<file path="src/tss_pkg.sv">
package tss_pkg;

    localparam logic [1:0] RESP_NONE = 2'h0;
    localparam logic [1:0] RESP_SINGLE = 2'h1;
    localparam logic [1:0] RESP_PER_TRIG = 2'h2;
    localparam logic [1:0] RESP_PULSE = 2'h3;

    localparam logic [1:0] SHUT_NORMAL = 2'h0;
    localparam logic [1:0] SHUT_CLOSED = 2'h1;
    localparam logic [1:0] SHUT_OPEN = 2'h2;
    localparam logic [1:0] SHUT_OPEN_BEFORE = 2'h3;

    localparam int EXP_W = 32;
    localparam int FRM_W = 16;
    localparam logic [EXP_W-1:0] EXP_ONE = 32'h1;
    localparam logic [FRM_W-1:0] FRM_ONE = 16'h1;
    localparam logic [EXP_W-1:0] EXP_ZERO = 32'h0;
    localparam logic [FRM_W-1:0] FRM_ZERO = 16'h0;

    typedef enum logic [2:0] {
        ST_IDLE = 3'h0,
        ST_WAIT = 3'h1,
        ST_EXPOSE = 3'h3,
        ST_CLOSE = 3'h2,
        ST_READ = 3'h6,
        ST_DONE = 3'h7
    } tss_state_t;

    typedef struct packed {
        logic [1:0] response;
        logic [1:0] shutter;
        logic edge_select;
        logic [EXP_W-1:0] exp_cycles;
        logic [FRM_W-1:0] frames;
    } tss_cfg_t;

    typedef struct packed {
        tss_state_t state;
        tss_cfg_t cfg;
        logic trig_prev;
        logic [EXP_W-1:0] exp_cnt;
        logic [FRM_W-1:0] frm_cnt;
        logic shutter_open;
        logic readout_start;
        logic busy;
        logic exposing;
        logic frame_done;
    } tss_state_reg_t;

endpackage : tss_pkg

</file>
<file path="src/tss_edge.sv">
`timescale 1ns/1ps
// Qualifying and releasing edge detector for the trigger input.
module tss_edge (
    // Clock and reset
    input wire logic clk,
    input wire logic rstn,
    // Trigger
    input wire logic trig_in,
    input wire logic edge_select,
    // Edges and registered trigger level
    output logic start_edge,
    output logic end_edge,
    output logic trig_q
);
    logic prev_q;

    always_ff @(posedge clk or negedge rstn) begin
        if (!rstn) begin
            prev_q <= 1'b0;
        end else begin
            prev_q <= trig_in;
        end
    end

    // Falling selection swaps the roles of both edges.
    always_comb begin
        start_edge = edge_select ? (prev_q & ~trig_in) : (~prev_q & trig_in);
        end_edge = edge_select ? (~prev_q & trig_in) : (prev_q & ~trig_in);
        trig_q = prev_q;
    end
endmodule : tss_edge

</file>
<file path="src/tss_sequencer.sv">
`timescale 1ns/1ps
module tss_sequencer (
    // Clock and reset
    input wire logic clk,
    input wire logic rstn,
    // Configuration
    input wire logic [1:0] response,
    input wire logic [1:0] shutter_mode,
    input wire logic edge_select,
    input wire logic [tss_pkg::EXP_W-1:0] exp_cycles,
    input wire logic [tss_pkg::FRM_W-1:0] frame_count,
    input wire logic acq_start,
    // Trigger
    input wire logic trig_in,
    // Readout engine
    input wire logic readout_done,
    // Outputs
    output logic shutter_drive,
    output logic readout_start,
    output logic busy,
    output logic exposing,
    output logic frame_done
);
    tss_pkg::tss_state_reg_t s_q;
    tss_pkg::tss_state_reg_t s_d;
    logic start_edge;
    logic end_edge;
    logic trig_seen;
    logic gated;

    tss_edge u_edge (
        .clk(clk),
        .rstn(rstn),
        .trig_in(trig_in),
        .edge_select(s_q.cfg.edge_select),
        .start_edge(start_edge),
        .end_edge(end_edge),
        .trig_q(trig_seen)
    );

    // Idle shutter level for the latched setting between frames.
    function automatic logic rest_open(input logic [1:0] sm);
        rest_open = (sm == tss_pkg::SHUT_OPEN) || (sm == tss_pkg::SHUT_OPEN_BEFORE);
    endfunction : rest_open

    always_comb begin
        s_d = s_q;
        s_d.readout_start = 1'b0;
        s_d.frame_done = 1'b0;
        s_d.trig_prev = trig_seen;
        gated = 1'b0;
        case (s_q.state)
            tss_pkg::ST_IDLE: begin
                if (acq_start) begin
                    // Configuration is latched only here, so live changes never bite.
                    s_d.cfg.response = response;
                    s_d.cfg.shutter = shutter_mode;
                    s_d.cfg.edge_select = edge_select;
                    s_d.cfg.exp_cycles = (exp_cycles == tss_pkg::EXP_ZERO) ?
                        tss_pkg::EXP_ONE : exp_cycles;
                    s_d.cfg.frames = (frame_count == tss_pkg::FRM_ZERO) ?
                        tss_pkg::FRM_ONE : frame_count;
                    s_d.frm_cnt = tss_pkg::FRM_ZERO;
                    s_d.busy = 1'b1;
                    s_d.state = tss_pkg::ST_WAIT;
                    s_d.shutter_open = rest_open(shutter_mode);
                end
            end
            tss_pkg::ST_WAIT: begin
                // Single-trigger mode needs its edge only before the first frame.
                if (s_q.cfg.response == tss_pkg::RESP_NONE) begin
                    gated = 1'b1;
                end else if (s_q.cfg.response == tss_pkg::RESP_SINGLE &&
                             s_q.frm_cnt != tss_pkg::FRM_ZERO) begin
                    gated = 1'b1;
                end else begin
                    gated = start_edge;
                end
                if (gated) begin
                    s_d.state = tss_pkg::ST_EXPOSE;
                    s_d.exposing = 1'b1;
                    s_d.exp_cnt = s_q.cfg.exp_cycles;
                    s_d.shutter_open = (s_q.cfg.shutter != tss_pkg::SHUT_CLOSED);
                end
            end
            tss_pkg::ST_EXPOSE: begin
                // Edges other than the pulse end are dropped here.
                if (s_q.cfg.response == tss_pkg::RESP_PULSE) begin
                    if (end_edge) begin
                        s_d.state = tss_pkg::ST_CLOSE;
                    end
                end else if (s_q.exp_cnt == tss_pkg::EXP_ONE) begin
                    s_d.state = tss_pkg::ST_CLOSE;
                end else begin
                    s_d.exp_cnt = s_q.exp_cnt - tss_pkg::EXP_ONE;
                end
                if (s_d.state == tss_pkg::ST_CLOSE) begin
                    s_d.exposing = 1'b0;
                    s_d.shutter_open = (s_q.cfg.shutter == tss_pkg::SHUT_OPEN);
                end
            end
            tss_pkg::ST_CLOSE: begin
                // Readout starts only after the close command has been out a cycle.
                s_d.readout_start = 1'b1;
                s_d.state = tss_pkg::ST_READ;
            end
            tss_pkg::ST_READ: begin
                if (readout_done) begin
                    s_d.frame_done = 1'b1;
                    s_d.frm_cnt = s_q.frm_cnt + tss_pkg::FRM_ONE;
                    s_d.shutter_open = rest_open(s_q.cfg.shutter);
                    s_d.state = (s_q.frm_cnt + tss_pkg::FRM_ONE == s_q.cfg.frames) ?
                        tss_pkg::ST_DONE : tss_pkg::ST_WAIT;
                end
            end
            tss_pkg::ST_DONE: begin
                s_d.busy = 1'b0;
                // An idle sequencer leaves the shutter shut, even in the always-open setting.
                s_d.shutter_open = 1'b0;
                s_d.state = tss_pkg::ST_IDLE;
            end
            default: begin
                s_d.state = tss_pkg::ST_IDLE;
            end
        endcase
    end

    always_ff @(posedge clk or negedge rstn) begin
        if (!rstn) begin
            s_q <= '0;
        end else begin
            s_q <= s_d;
        end
    end

    assign shutter_drive = s_q.shutter_open;
    assign readout_start = s_q.readout_start;
    assign busy = s_q.busy;
    assign exposing = s_q.exposing;
    assign frame_done = s_q.frame_done;

    chk_closed_shut: assert property (@(posedge clk) disable iff (!rstn)
        (s_q.busy && s_q.cfg.shutter == tss_pkg::SHUT_CLOSED) |-> !shutter_drive)
        else $error("Shutter driven in always-closed setting.");

    chk_open_shut: assert property (@(posedge clk) disable iff (!rstn)
        (s_q.busy && s_q.cfg.shutter == tss_pkg::SHUT_OPEN) |-> shutter_drive)
        else $error("Shutter released in always-open setting.");

    chk_close_read: assert property (@(posedge clk) disable iff (!rstn)
        readout_start |-> $past(s_q.state) == tss_pkg::ST_CLOSE &&
        (s_q.cfg.shutter == tss_pkg::SHUT_OPEN || !shutter_drive))
        else $error("Readout started before shutter closed.");

    chk_normal_open: assert property (@(posedge clk) disable iff (!rstn)
        (s_q.state == tss_pkg::ST_EXPOSE && s_q.cfg.shutter == tss_pkg::SHUT_NORMAL)
        |-> shutter_drive)
        else $error("Shutter closed during normal exposure.");

    chk_pertrig_edge: assert property (@(posedge clk) disable iff (!rstn)
        (s_q.state == tss_pkg::ST_WAIT && s_q.cfg.response == tss_pkg::RESP_PER_TRIG &&
        !start_edge) |=> s_q.state == tss_pkg::ST_WAIT)
        else $error("Exposure began without a trigger edge.");

    chk_exp_len: assert property (@(posedge clk) disable iff (!rstn)
        (s_q.state == tss_pkg::ST_EXPOSE && s_q.cfg.response != tss_pkg::RESP_PULSE &&
        s_q.exp_cnt == tss_pkg::EXP_ONE) |=> s_q.state == tss_pkg::ST_CLOSE)
        else $error("Exposure did not end when count expired.");

    chk_pulse_end: assert property (@(posedge clk) disable iff (!rstn)
        (s_q.state == tss_pkg::ST_EXPOSE && s_q.cfg.response == tss_pkg::RESP_PULSE &&
        !end_edge) |=> s_q.state == tss_pkg::ST_EXPOSE)
        else $error("Pulse exposure ended without trigger end edge.");

    chk_shut_reopen: assert property (@(posedge clk) disable iff (!rstn)
        (s_q.state == tss_pkg::ST_READ && readout_done &&
        s_q.cfg.shutter == tss_pkg::SHUT_OPEN_BEFORE) |=> shutter_drive)
        else $error("Shutter not reopened after readout.");

    chk_cfg_hold: assert property (@(posedge clk) disable iff (!rstn)
        (s_q.state != tss_pkg::ST_IDLE) |=> $stable(s_q.cfg))
        else $error("Configuration changed while busy.");

    chk_none_free: assert property (@(posedge clk) disable iff (!rstn)
        (s_q.state == tss_pkg::ST_WAIT && s_q.cfg.response == tss_pkg::RESP_NONE)
        |=> s_q.state == tss_pkg::ST_EXPOSE)
        else $error("No-response mode waited for a trigger.");

    chk_single_free: assert property (@(posedge clk) disable iff (!rstn)
        (s_q.state == tss_pkg::ST_WAIT && s_q.cfg.response == tss_pkg::RESP_SINGLE &&
        s_q.frm_cnt != tss_pkg::FRM_ZERO) |=> s_q.state == tss_pkg::ST_EXPOSE)
        else $error("Single-trigger series waited for a further trigger.");

    chk_read_hold: assert property (@(posedge clk) disable iff (!rstn)
        (s_q.state == tss_pkg::ST_READ && !readout_done) |=> s_q.state == tss_pkg::ST_READ)
        else $error("Readout left before the readout engine finished.");

    chk_early_open: assert property (@(posedge clk) disable iff (!rstn)
        (s_q.state == tss_pkg::ST_WAIT && s_q.cfg.shutter == tss_pkg::SHUT_OPEN_BEFORE)
        |-> shutter_drive)
        else $error("Shutter not open while waiting in open-before setting.");

    chk_pulse_start: assert property (@(posedge clk) disable iff (!rstn)
        (s_q.state == tss_pkg::ST_WAIT && s_q.cfg.response == tss_pkg::RESP_PULSE &&
        start_edge) |=> (s_q.state == tss_pkg::ST_EXPOSE && exposing))
        else $error("Pulse exposure did not begin on the start edge.");

    chk_idle_shut: assert property (@(posedge clk) disable iff (!rstn)
        (s_q.state == tss_pkg::ST_IDLE) |-> !shutter_drive)
        else $error("Shutter left open while idle.");
endmodule : tss_sequencer

</file>
<file path="config.mk">
export PLATFORM = sky130hd
export DESIGN_NAME = tss_sequencer
export DESIGN_NICKNAME = d
export VERILOG_FILES = /design/src/tss_pkg.sv /design/src/tss_edge.sv /design/src/tss_sequencer.sv
export SDC_FILE = /design/constraint.sdc
export NUM_CORES = 1
export LEC_CHECK = 0
export ABC_AREA = 1
export BUFFER_PORTS_ARGS = -buffer_cell sky130_fd_sc_hd__buf_2
export CAP_MARGIN = 30
export CORE_ASPECT_RATIO = 1.5
export CORE_UTILIZATION = 50
export CTS_CLUSTER_SIZE = 14
export DETAILED_ROUTE_END_ITERATION = 7
export PLACE_DENSITY_LB_ADDON = 0.15
export SLEW_MARGIN = 20
export SYNTH_ARGS = -nofsm -noshare
export SYNTH_HDL_FRONTEND = slang
export SYNTH_SLANG_ARGS = --single-unit
</file>
<file path="constraint.sdc">
create_clock -name clk -period 2.24 [get_ports clk]
set_clock_uncertainty 0.1 [all_clocks]
set_input_delay 0.224 -clock clk [delete_from_list [all_inputs] [get_ports clk]]
set_output_delay 0.224 -clock clk [all_outputs]
set_load 0.03 [all_outputs]
</file>
# --- Yosys cells after proc, flatten, opt, wreduce, memory -nomap -nowiden ---
# Cells that the tools add are included.
classes:
  n_addsub: 2
  n_mul: 0
  div: 0
  n_lt_le_gt_ge: 0
  n_eq_ne: 21
  shift: 0
  muxes: 34
  bitwise_logic: 4
  n_reduce_logical: 19
op_table:
  columns: ["operator", "n"]
  rows:
  - ["32-bit 2-to-1 mux", 4]
  - ["32-bit one-hot mux with 2 select lines", 1]
  - ["56-bit 2-to-1 mux", 1]
  - ["17-bit 2-to-1 mux", 2]
  - ["32-bit by 1-bit == test with 1-bit output, second input constant", 1]
  - ["32-bit zero test", 1]
  - ["16-bit one-hot mux with 2 select lines", 1]
  - ["32-bit by 1-bit subtractor with 32-bit output, second input constant", 1]
  - ["3-bit 2-to-1 mux", 7]
  - ["16-bit by 1-bit adder with 16-bit output, second input constant", 1]
  - ["16-bit == test", 1]
  - ["16-bit zero test", 1]
  - ["16-bit 2-to-1 mux", 1]
  - ["16-bit nonzero test", 1]
  - ["3-bit one-hot mux with 5 select lines", 1]
  - ["1-bit 2-to-1 mux", 13]
  - ["2-bit != test, second input constant", 6]
  - ["2-bit == test, second input constant", 5]
  - ["3-bit by 2-bit == test with 1-bit output, second input constant", 3]
  - ["3-bit AND reduction", 3]
  - ["3-bit == test, second input constant", 2]
  - ["2-bit nonzero test", 3]
  - ["1-bit one-hot mux with 5 select lines", 1]
  - ["5-bit AND reduction", 1]
  - ["13 further kinds", 18]
word_totals:
  ff_bits: 110
  latchBits: 0
  ramBits: 0
  mem_bits_ro: 0
  input_bits: 58
  output_inout_bits: 5
  elab_cells: 94
  memories: 0

# --- Depth between registers and ports, before layout ---
depth:
  depth_word: 9
  mapped_depth: 14
  mapped_depth_nobuf: 14

# --- Cells and area by module ---
# From an unflattened synthesis, not the netlist that was laid out.
unflattened:
  hier_cells: 884
  area_unflattened_um2: 6318.6
modules_own_cells:
  columns: ["module", "n_inst", "cells_per_inst", "area_each_um2", "seq_area_each_um2"]
  rows:
  - ["tss_sequencer", 1, 874, 6254.7, 2727.6]
  - ["tss_edge", 1, 10, 63.8, 25.0]

# --- Least setup slack after synthesis ---
# OpenSTA, ideal clock, no wires.
synth_timing:
  path_type: "reg2reg"
  from: "register s_q[21] in the netlist's numbering"
  to: "register s_q[39] in the netlist's numbering"
  setup_time_ns: 0.121
  arrival_time_ns: 1.738
  required_time_ns: 2.019
  setup_slack_ns: 0.281
  stages_incl_launch_ff: 13
  path_buffers: 0
  synth_period_minus_slack_ns: 1.959
  cell_sequence: "dfrtp_1 -> inv_1 -> ha_1 -> inv_1 -> nor2_1 -> nand2_2 -> nor2_2 -> inv_2 -> nor2_1 -> xor2_1 -> o21ai_0 -> nand2_1 -> o21ai_1"
synth_via:
  elab_chain_cells: 4
  elab_cells_between_ends: 7
  classes_between: "add/sub: 1; eq/ne: 2; mux: 3; reduce/logical: 1"
synth_lines:
  columns: ["element", "line", "rtl"]
  rows:
  - ["from (decl)", "tss_sequencer.sv:24", "tss_pkg::tss_state_reg_t s_q;"]
  - ["from (signal assigned)", "tss_sequencer.sv:130", "s_q <= '0;"]
  - ["from (signal assigned)", "tss_sequencer.sv:132", "s_q <= s_d;"]
  - ["32-bit by 1-bit subtractor with 32-bit output", "tss_sequencer.sv:95", "s_d.exp_cnt = s_q.exp_cnt - tss_pkg::EXP_ONE;"]
  - ["32-bit 2-to-1 mux", "tss_sequencer.sv:92", "end else if (s_q.exp_cnt == tss_pkg::EXP_ONE) begin"]
  - ["32-bit 2-to-1 mux", "tss_sequencer.sv:88", "if (s_q.cfg.response == tss_pkg::RESP_PULSE) begin"]
  - ["32-bit one-hot mux with 2 select lines", "tss_sequencer.sv:52", "case (s_q.state)"]
# Several ways; a longest one is shown, not always the timed one. The select of a mux whose other input is x is not followed.
# A chain may end at the register's enable or synchronous reset.

# --- Worst setup path in the final report ---
layout_timing:
  from: "register s_q[5] in the netlist's numbering"
  to: "register s_q[109] in the netlist's numbering"
layout_via:
  elab_chain_cells: 7
  elab_cells_between_ends: 12
  classes_between: "add/sub: 1; eq/ne: 2; mux: 6; reduce/logical: 3"
layout_lines:
  columns: ["element"]
  rows:
  - ["parallel branches: the longest is 7 deep, another holds 16-bit by 1-bit adder with 16-bit output"]
# Several ways; the timed one is not identified. The select of a mux whose other input is x is not followed.

==> impl_metrics.prom <==
# TYPE chip_impl_metric gauge
chip_impl_info{name="timing_worst_setup_path_type",value="reg2reg"} 1
chip_impl_metric{name="syn_area_per_cell",unit="um^2"} 7.13
chip_impl_info{name="synth_top_flop_cell",value="dfrtp_1"} 1
chip_impl_metric{name="route.vias.total",unit=""} 6161
chip_impl_metric{name="final_net_count",unit=""} 1056
chip_impl_metric{name="worst_case_clock_buffer_depth",unit=""} 2
chip_impl_metric{name="timing.critical_path.arrival",unit="ns"} 2.35
chip_impl_metric{name="avgViaCountPerCell",unit=""} 5.34
chip_impl_metric{name="maxSlewHeadroom",unit="%"} 53.9
chip_impl_metric{name="clock_sink_count",unit=""} 110
chip_impl_metric{name="critical_path.max_fanout",unit=""} 7
chip_impl_metric{name="ys_seq_area_share",unit="%"} 43.2
chip_impl_metric{name="port-buffer-count",unit=""} 62
chip_impl_metric{name="power_density",unit="nW/um^2"} 1180
chip_impl_metric{name="die_y_extent",unit="um"} 140
chip_impl_metric{name="dp_worst_setup_slack",unit="ns"} 0.0402
chip_impl_info{name="rsz0062_at_grt",value="yes"} 1
chip_impl_metric{name="drt_iter0_drc",unit=""} 293
chip_impl_metric{name="grt_pass1_wl",unit="um"} 27900
chip_impl_metric{name="core_region_area",unit="um^2"} 12400
chip_impl_metric{name="clk_latency",unit="ns"} 0.35
chip_impl_metric{name="max_clk_rate",unit="GHz"} 0.464
chip_impl_info{name="cts_tree",value="yes"} 1
chip_impl_metric{name="timing.hold.ws",unit="ns"} -0.00460
chip_impl_info{name="setup.worst_path.end_class",value="flop"} 1
chip_impl_metric{name="global_route.overflow_total",unit=""} 0
chip_impl_metric{name="post-layout-total-power",unit="mW"} 8.91
chip_impl_metric{name="fin_tns_setup",unit="ns"} 0
chip_impl_metric{name="post-route-cell-area",unit="um^2"} 7570
chip_impl_metric{name="route.antenna.remaining_nets",unit=""} 0
chip_impl_metric{name="grtUsageTotal",unit="%"} 27.4
chip_impl_metric{name="grt_max_degree",unit=""} 46
chip_impl_metric{name="boundaryPins",unit=""} 63
chip_impl_metric{name="number_of_synthesized_flops_with_an_enable_pin",unit=""} 0
chip_impl_metric{name="syn_nets",unit=""} 956
chip_impl_metric{name="flow.area_growth_from_synthesis",unit="%"} 18.8
chip_impl_metric{name="vdd.ir_drop.worst",unit="mV"} 0.570
chip_impl_metric{name="initial_utilization",unit="%"} 51.2
chip_impl_metric{name="critical_path_required",unit="ns"} 2.43
chip_impl_metric{name="placed_cell_area",unit="um^2"} 6980
chip_impl_metric{name="asyncSetResetFlopFracSynth",unit="%"} 100
chip_impl_info{name="min-delay-path-class",value="in2reg"} 1
chip_impl_metric{name="dp_hpwl",unit="um"} 12800
chip_impl_metric{name="min_period",unit="ns"} 2.16
chip_impl_metric{name="drv_slew",unit=""} 0
chip_impl_metric{name="utilization",unit="%"} 60.8
chip_impl_metric{name="yosys_warning_total",unit=""} 0
chip_impl_metric{name="detail_route.first_pass.iterations",unit=""} 5
chip_impl_metric{name="synth.lib_cells_used.distinct",unit=""} 36
chip_impl_metric{name="die_wd",unit="um"} 94.2
chip_impl_info{name="ctsRootBufferMaster",value="clkbuf_16"} 1
chip_impl_metric{name="antenna_cells",unit=""} 0
chip_impl_metric{name="syn_inst",unit=""} 894
chip_impl_metric{name="number_of_global_route_vias_before_repair",unit=""} 6082
chip_impl_metric{name="grt_antenna_before_repair",unit=""} 0
chip_impl_info{name="violations",value="negative hold slack"} 1
chip_impl_metric{name="placement_rows",unit=""} 50
chip_impl_metric{name="min_period_over_period",unit="%"} 96.3
chip_impl_metric{name="drcViolationCount",unit=""} 0
chip_impl_metric{name="timing_worst_slew_pin_value",unit="ns"} 0.685
chip_impl_metric{name="cts-buffers-inserted",unit=""} 9
chip_impl_info{name="status",value="finished, violations left"} 1
chip_impl_metric{name="die_area",unit="um^2"} 13200
chip_impl_metric{name="final-hold-violation-count",unit=""} 3
chip_impl_metric{name="syn-cell-area",unit="um^2"} 6370
chip_impl_metric{name="cts.htree.levels",unit=""} 3
chip_impl_metric{name="clkTransAtPathRegs",unit="ns"} 0.07
chip_impl_metric{name="layout_setup_ws",unit="ns"} 0.0825
chip_impl_metric{name="ys_ff_latch",unit=""} 110
chip_impl_metric{name="routed_wl",unit="um"} 17100
chip_impl_metric{name="max_cap_viol_count",unit=""} 0
chip_impl_info{name="critical_path.startpoint_type",value="flop"} 1
chip_impl_metric{name="power.leakage",unit="nW"} 3.66
chip_impl_metric{name="post_route_cells_drive_above_1_share",unit="%"} 15.4
chip_impl_metric{name="global_placement_routability_congestion",unit=""} 0.899
chip_impl_metric{name="drt-wirelength-per-cell",unit="um"} 14.8
chip_impl_metric{name="timing.final.setup_violations",unit=""} 0
==> registers in the layout, indices dropped and copies added (netlist names) <==
| name | count |
|---|---|
| readout_start | 1 |
| busy | 1 |
| u_edge.trig_q | 1 |
| shutter_drive | 1 |
| exposing | 1 |
| frame_done | 1 |
| s_q | 104 |
==> Yosys cell counts (7+ instances only) <==
master | n | area (um^2)
nand3_1 | 73 | 365
a21oi_1 | 7 | 35.0
clkbuf_1 | 15 | 56.3
o21ai_2 | 12 | 105
nor2_1 | 76 | 285
o21ai_1 | 7 | 35.0
dfrtp_1 | 110 | 2750
inv_2 | 7 | 26.3
nor2_2 | 8 | 50.1
nand2_1 | 307 | 1150
xor2_1 | 10 | 87.6
nand4_1 | 24 | 150
o21ai_0 | 77 | 385
inv_1 | 88 | 330
nor3_1 | 10 | 50.1
nor4_1 | 13 | 81.3
==> cell usage in the layout, fill, tap and decap left out, drive strengths merged <==
master       netlist  routed
xor2              10      10
ha                 4       4
nor2              87      87
a2bb2oi            1       1
o22ai              3       3
nand4             24      24
nand2            309     309
nor3              10      10
dfrtp            110     110
o211ai             9       9
dlygate4sd3        0      23
nand3             73      73
nor4              13      13
a21boi             1       1
clkinvlp           0       1
a31oi              4       4
a21o               1       1
nor3b              2       2
o31ai              1       1
a21oi              7       7
o21ai             96      96
buf               11      91
clkinv             1       3
xnor2              4       4
bufinv             0       1
clkbuf            15      13
or2                2       2
mux2i              1       1
inv               95      94
==> cells by family after synthesis <==
kind of cell | Yosys count | share of synthesized area [%]
buffers and inverters | 122 | 7.79
and+or+nand+nor | 520 | 34.6
AOI/OAI and AO/OA | 123 | 11.5
muxes | 1 | 0.157
xor gates and xnor gates | 14 | 1.92
DFF | 110 | 43.2
adders and majority gates | 4 | 0.785
==> power by group <==
part | leakage (nW) | switching (mW) | internal [mW]
Clock | 0.133 | 0.743 | 0.867
Sequential | 1.39 | 0.595 | 2.77
Combinational | 2.14 | 2.50 | 1.43
Total | 3.66 | 3.84 | 5.07
==> path summary, 6_finish.rpt <==
kind,from,end,slack [ns],cells past startpoint
min in group asynchronous,rstn,s_q[79]$_DFFE_PN0P_,0.27,2
worst min-delay path,exp_cycles[11],s_q[81]$_DFFE_PN0P_,-0.005,3
worst min register to register,s_q[100]$_DFFE_PN0P_,s_q[100]$_DFFE_PN0P_,0.37,2
worst max-delay path,s_q[5]$_DFFE_PN0P_,s_q[109]$_DFFE_PN0P_,0.08,11
worst max register to register,s_q[5]$_DFFE_PN0P_,s_q[109]$_DFFE_PN0P_,0.08,11
max in group asynchronous,rstn,s_q[97]$_DFFE_PN0P_,1.12,3
==> metrics by stage <==
stage               cells  hold WS (ns)
floorplan             894        -0.172
global placement     1112         0.126
detailed placement   1112         0.130
CTS                  1150      0.000113
global route         1154        0.0106
finish               1154      -0.00460
==> critical path: stages (launching register included) <==
cell and delay (ns):
dfrtp_1 0.40, inv_1 0.10, nor2_1 0.32, buf_4 0.22, nand4_1 0.12, nand3_1 0.11, nand2_1 0.05, nor2_1 0.25
nand3_1 0.11, o21ai_1 0.15, nand2_1 0.09, nand2_1 0.07
==> timing repair <==
action	in CTS	in global routing
setup buffers	0	4
setup endpoints to repair	1	34
resized for setup	1	12
hold buffers	23	0
pin swaps	0	1
hold endpoints to repair	56	0
==> metal layers <==
metal | wire [um] | GRT usage [%]
met3 | 455 | 2.88
met2 | 9210 | 51.1
met1 | 6650 | 29.6
met5 | 0 | 0
met4 | 782 | 14.2
==> final cells by class <==
class	count	area (um^2)
multi-input combinational	662	3170
tap	156	195
clock inverter	3	46.3
fill	1178	4870
sequential	110	2750
clock buffer	12	236
timing repair buffer	115	811
inverter	96	362
(Power assumes the default switching activity.)
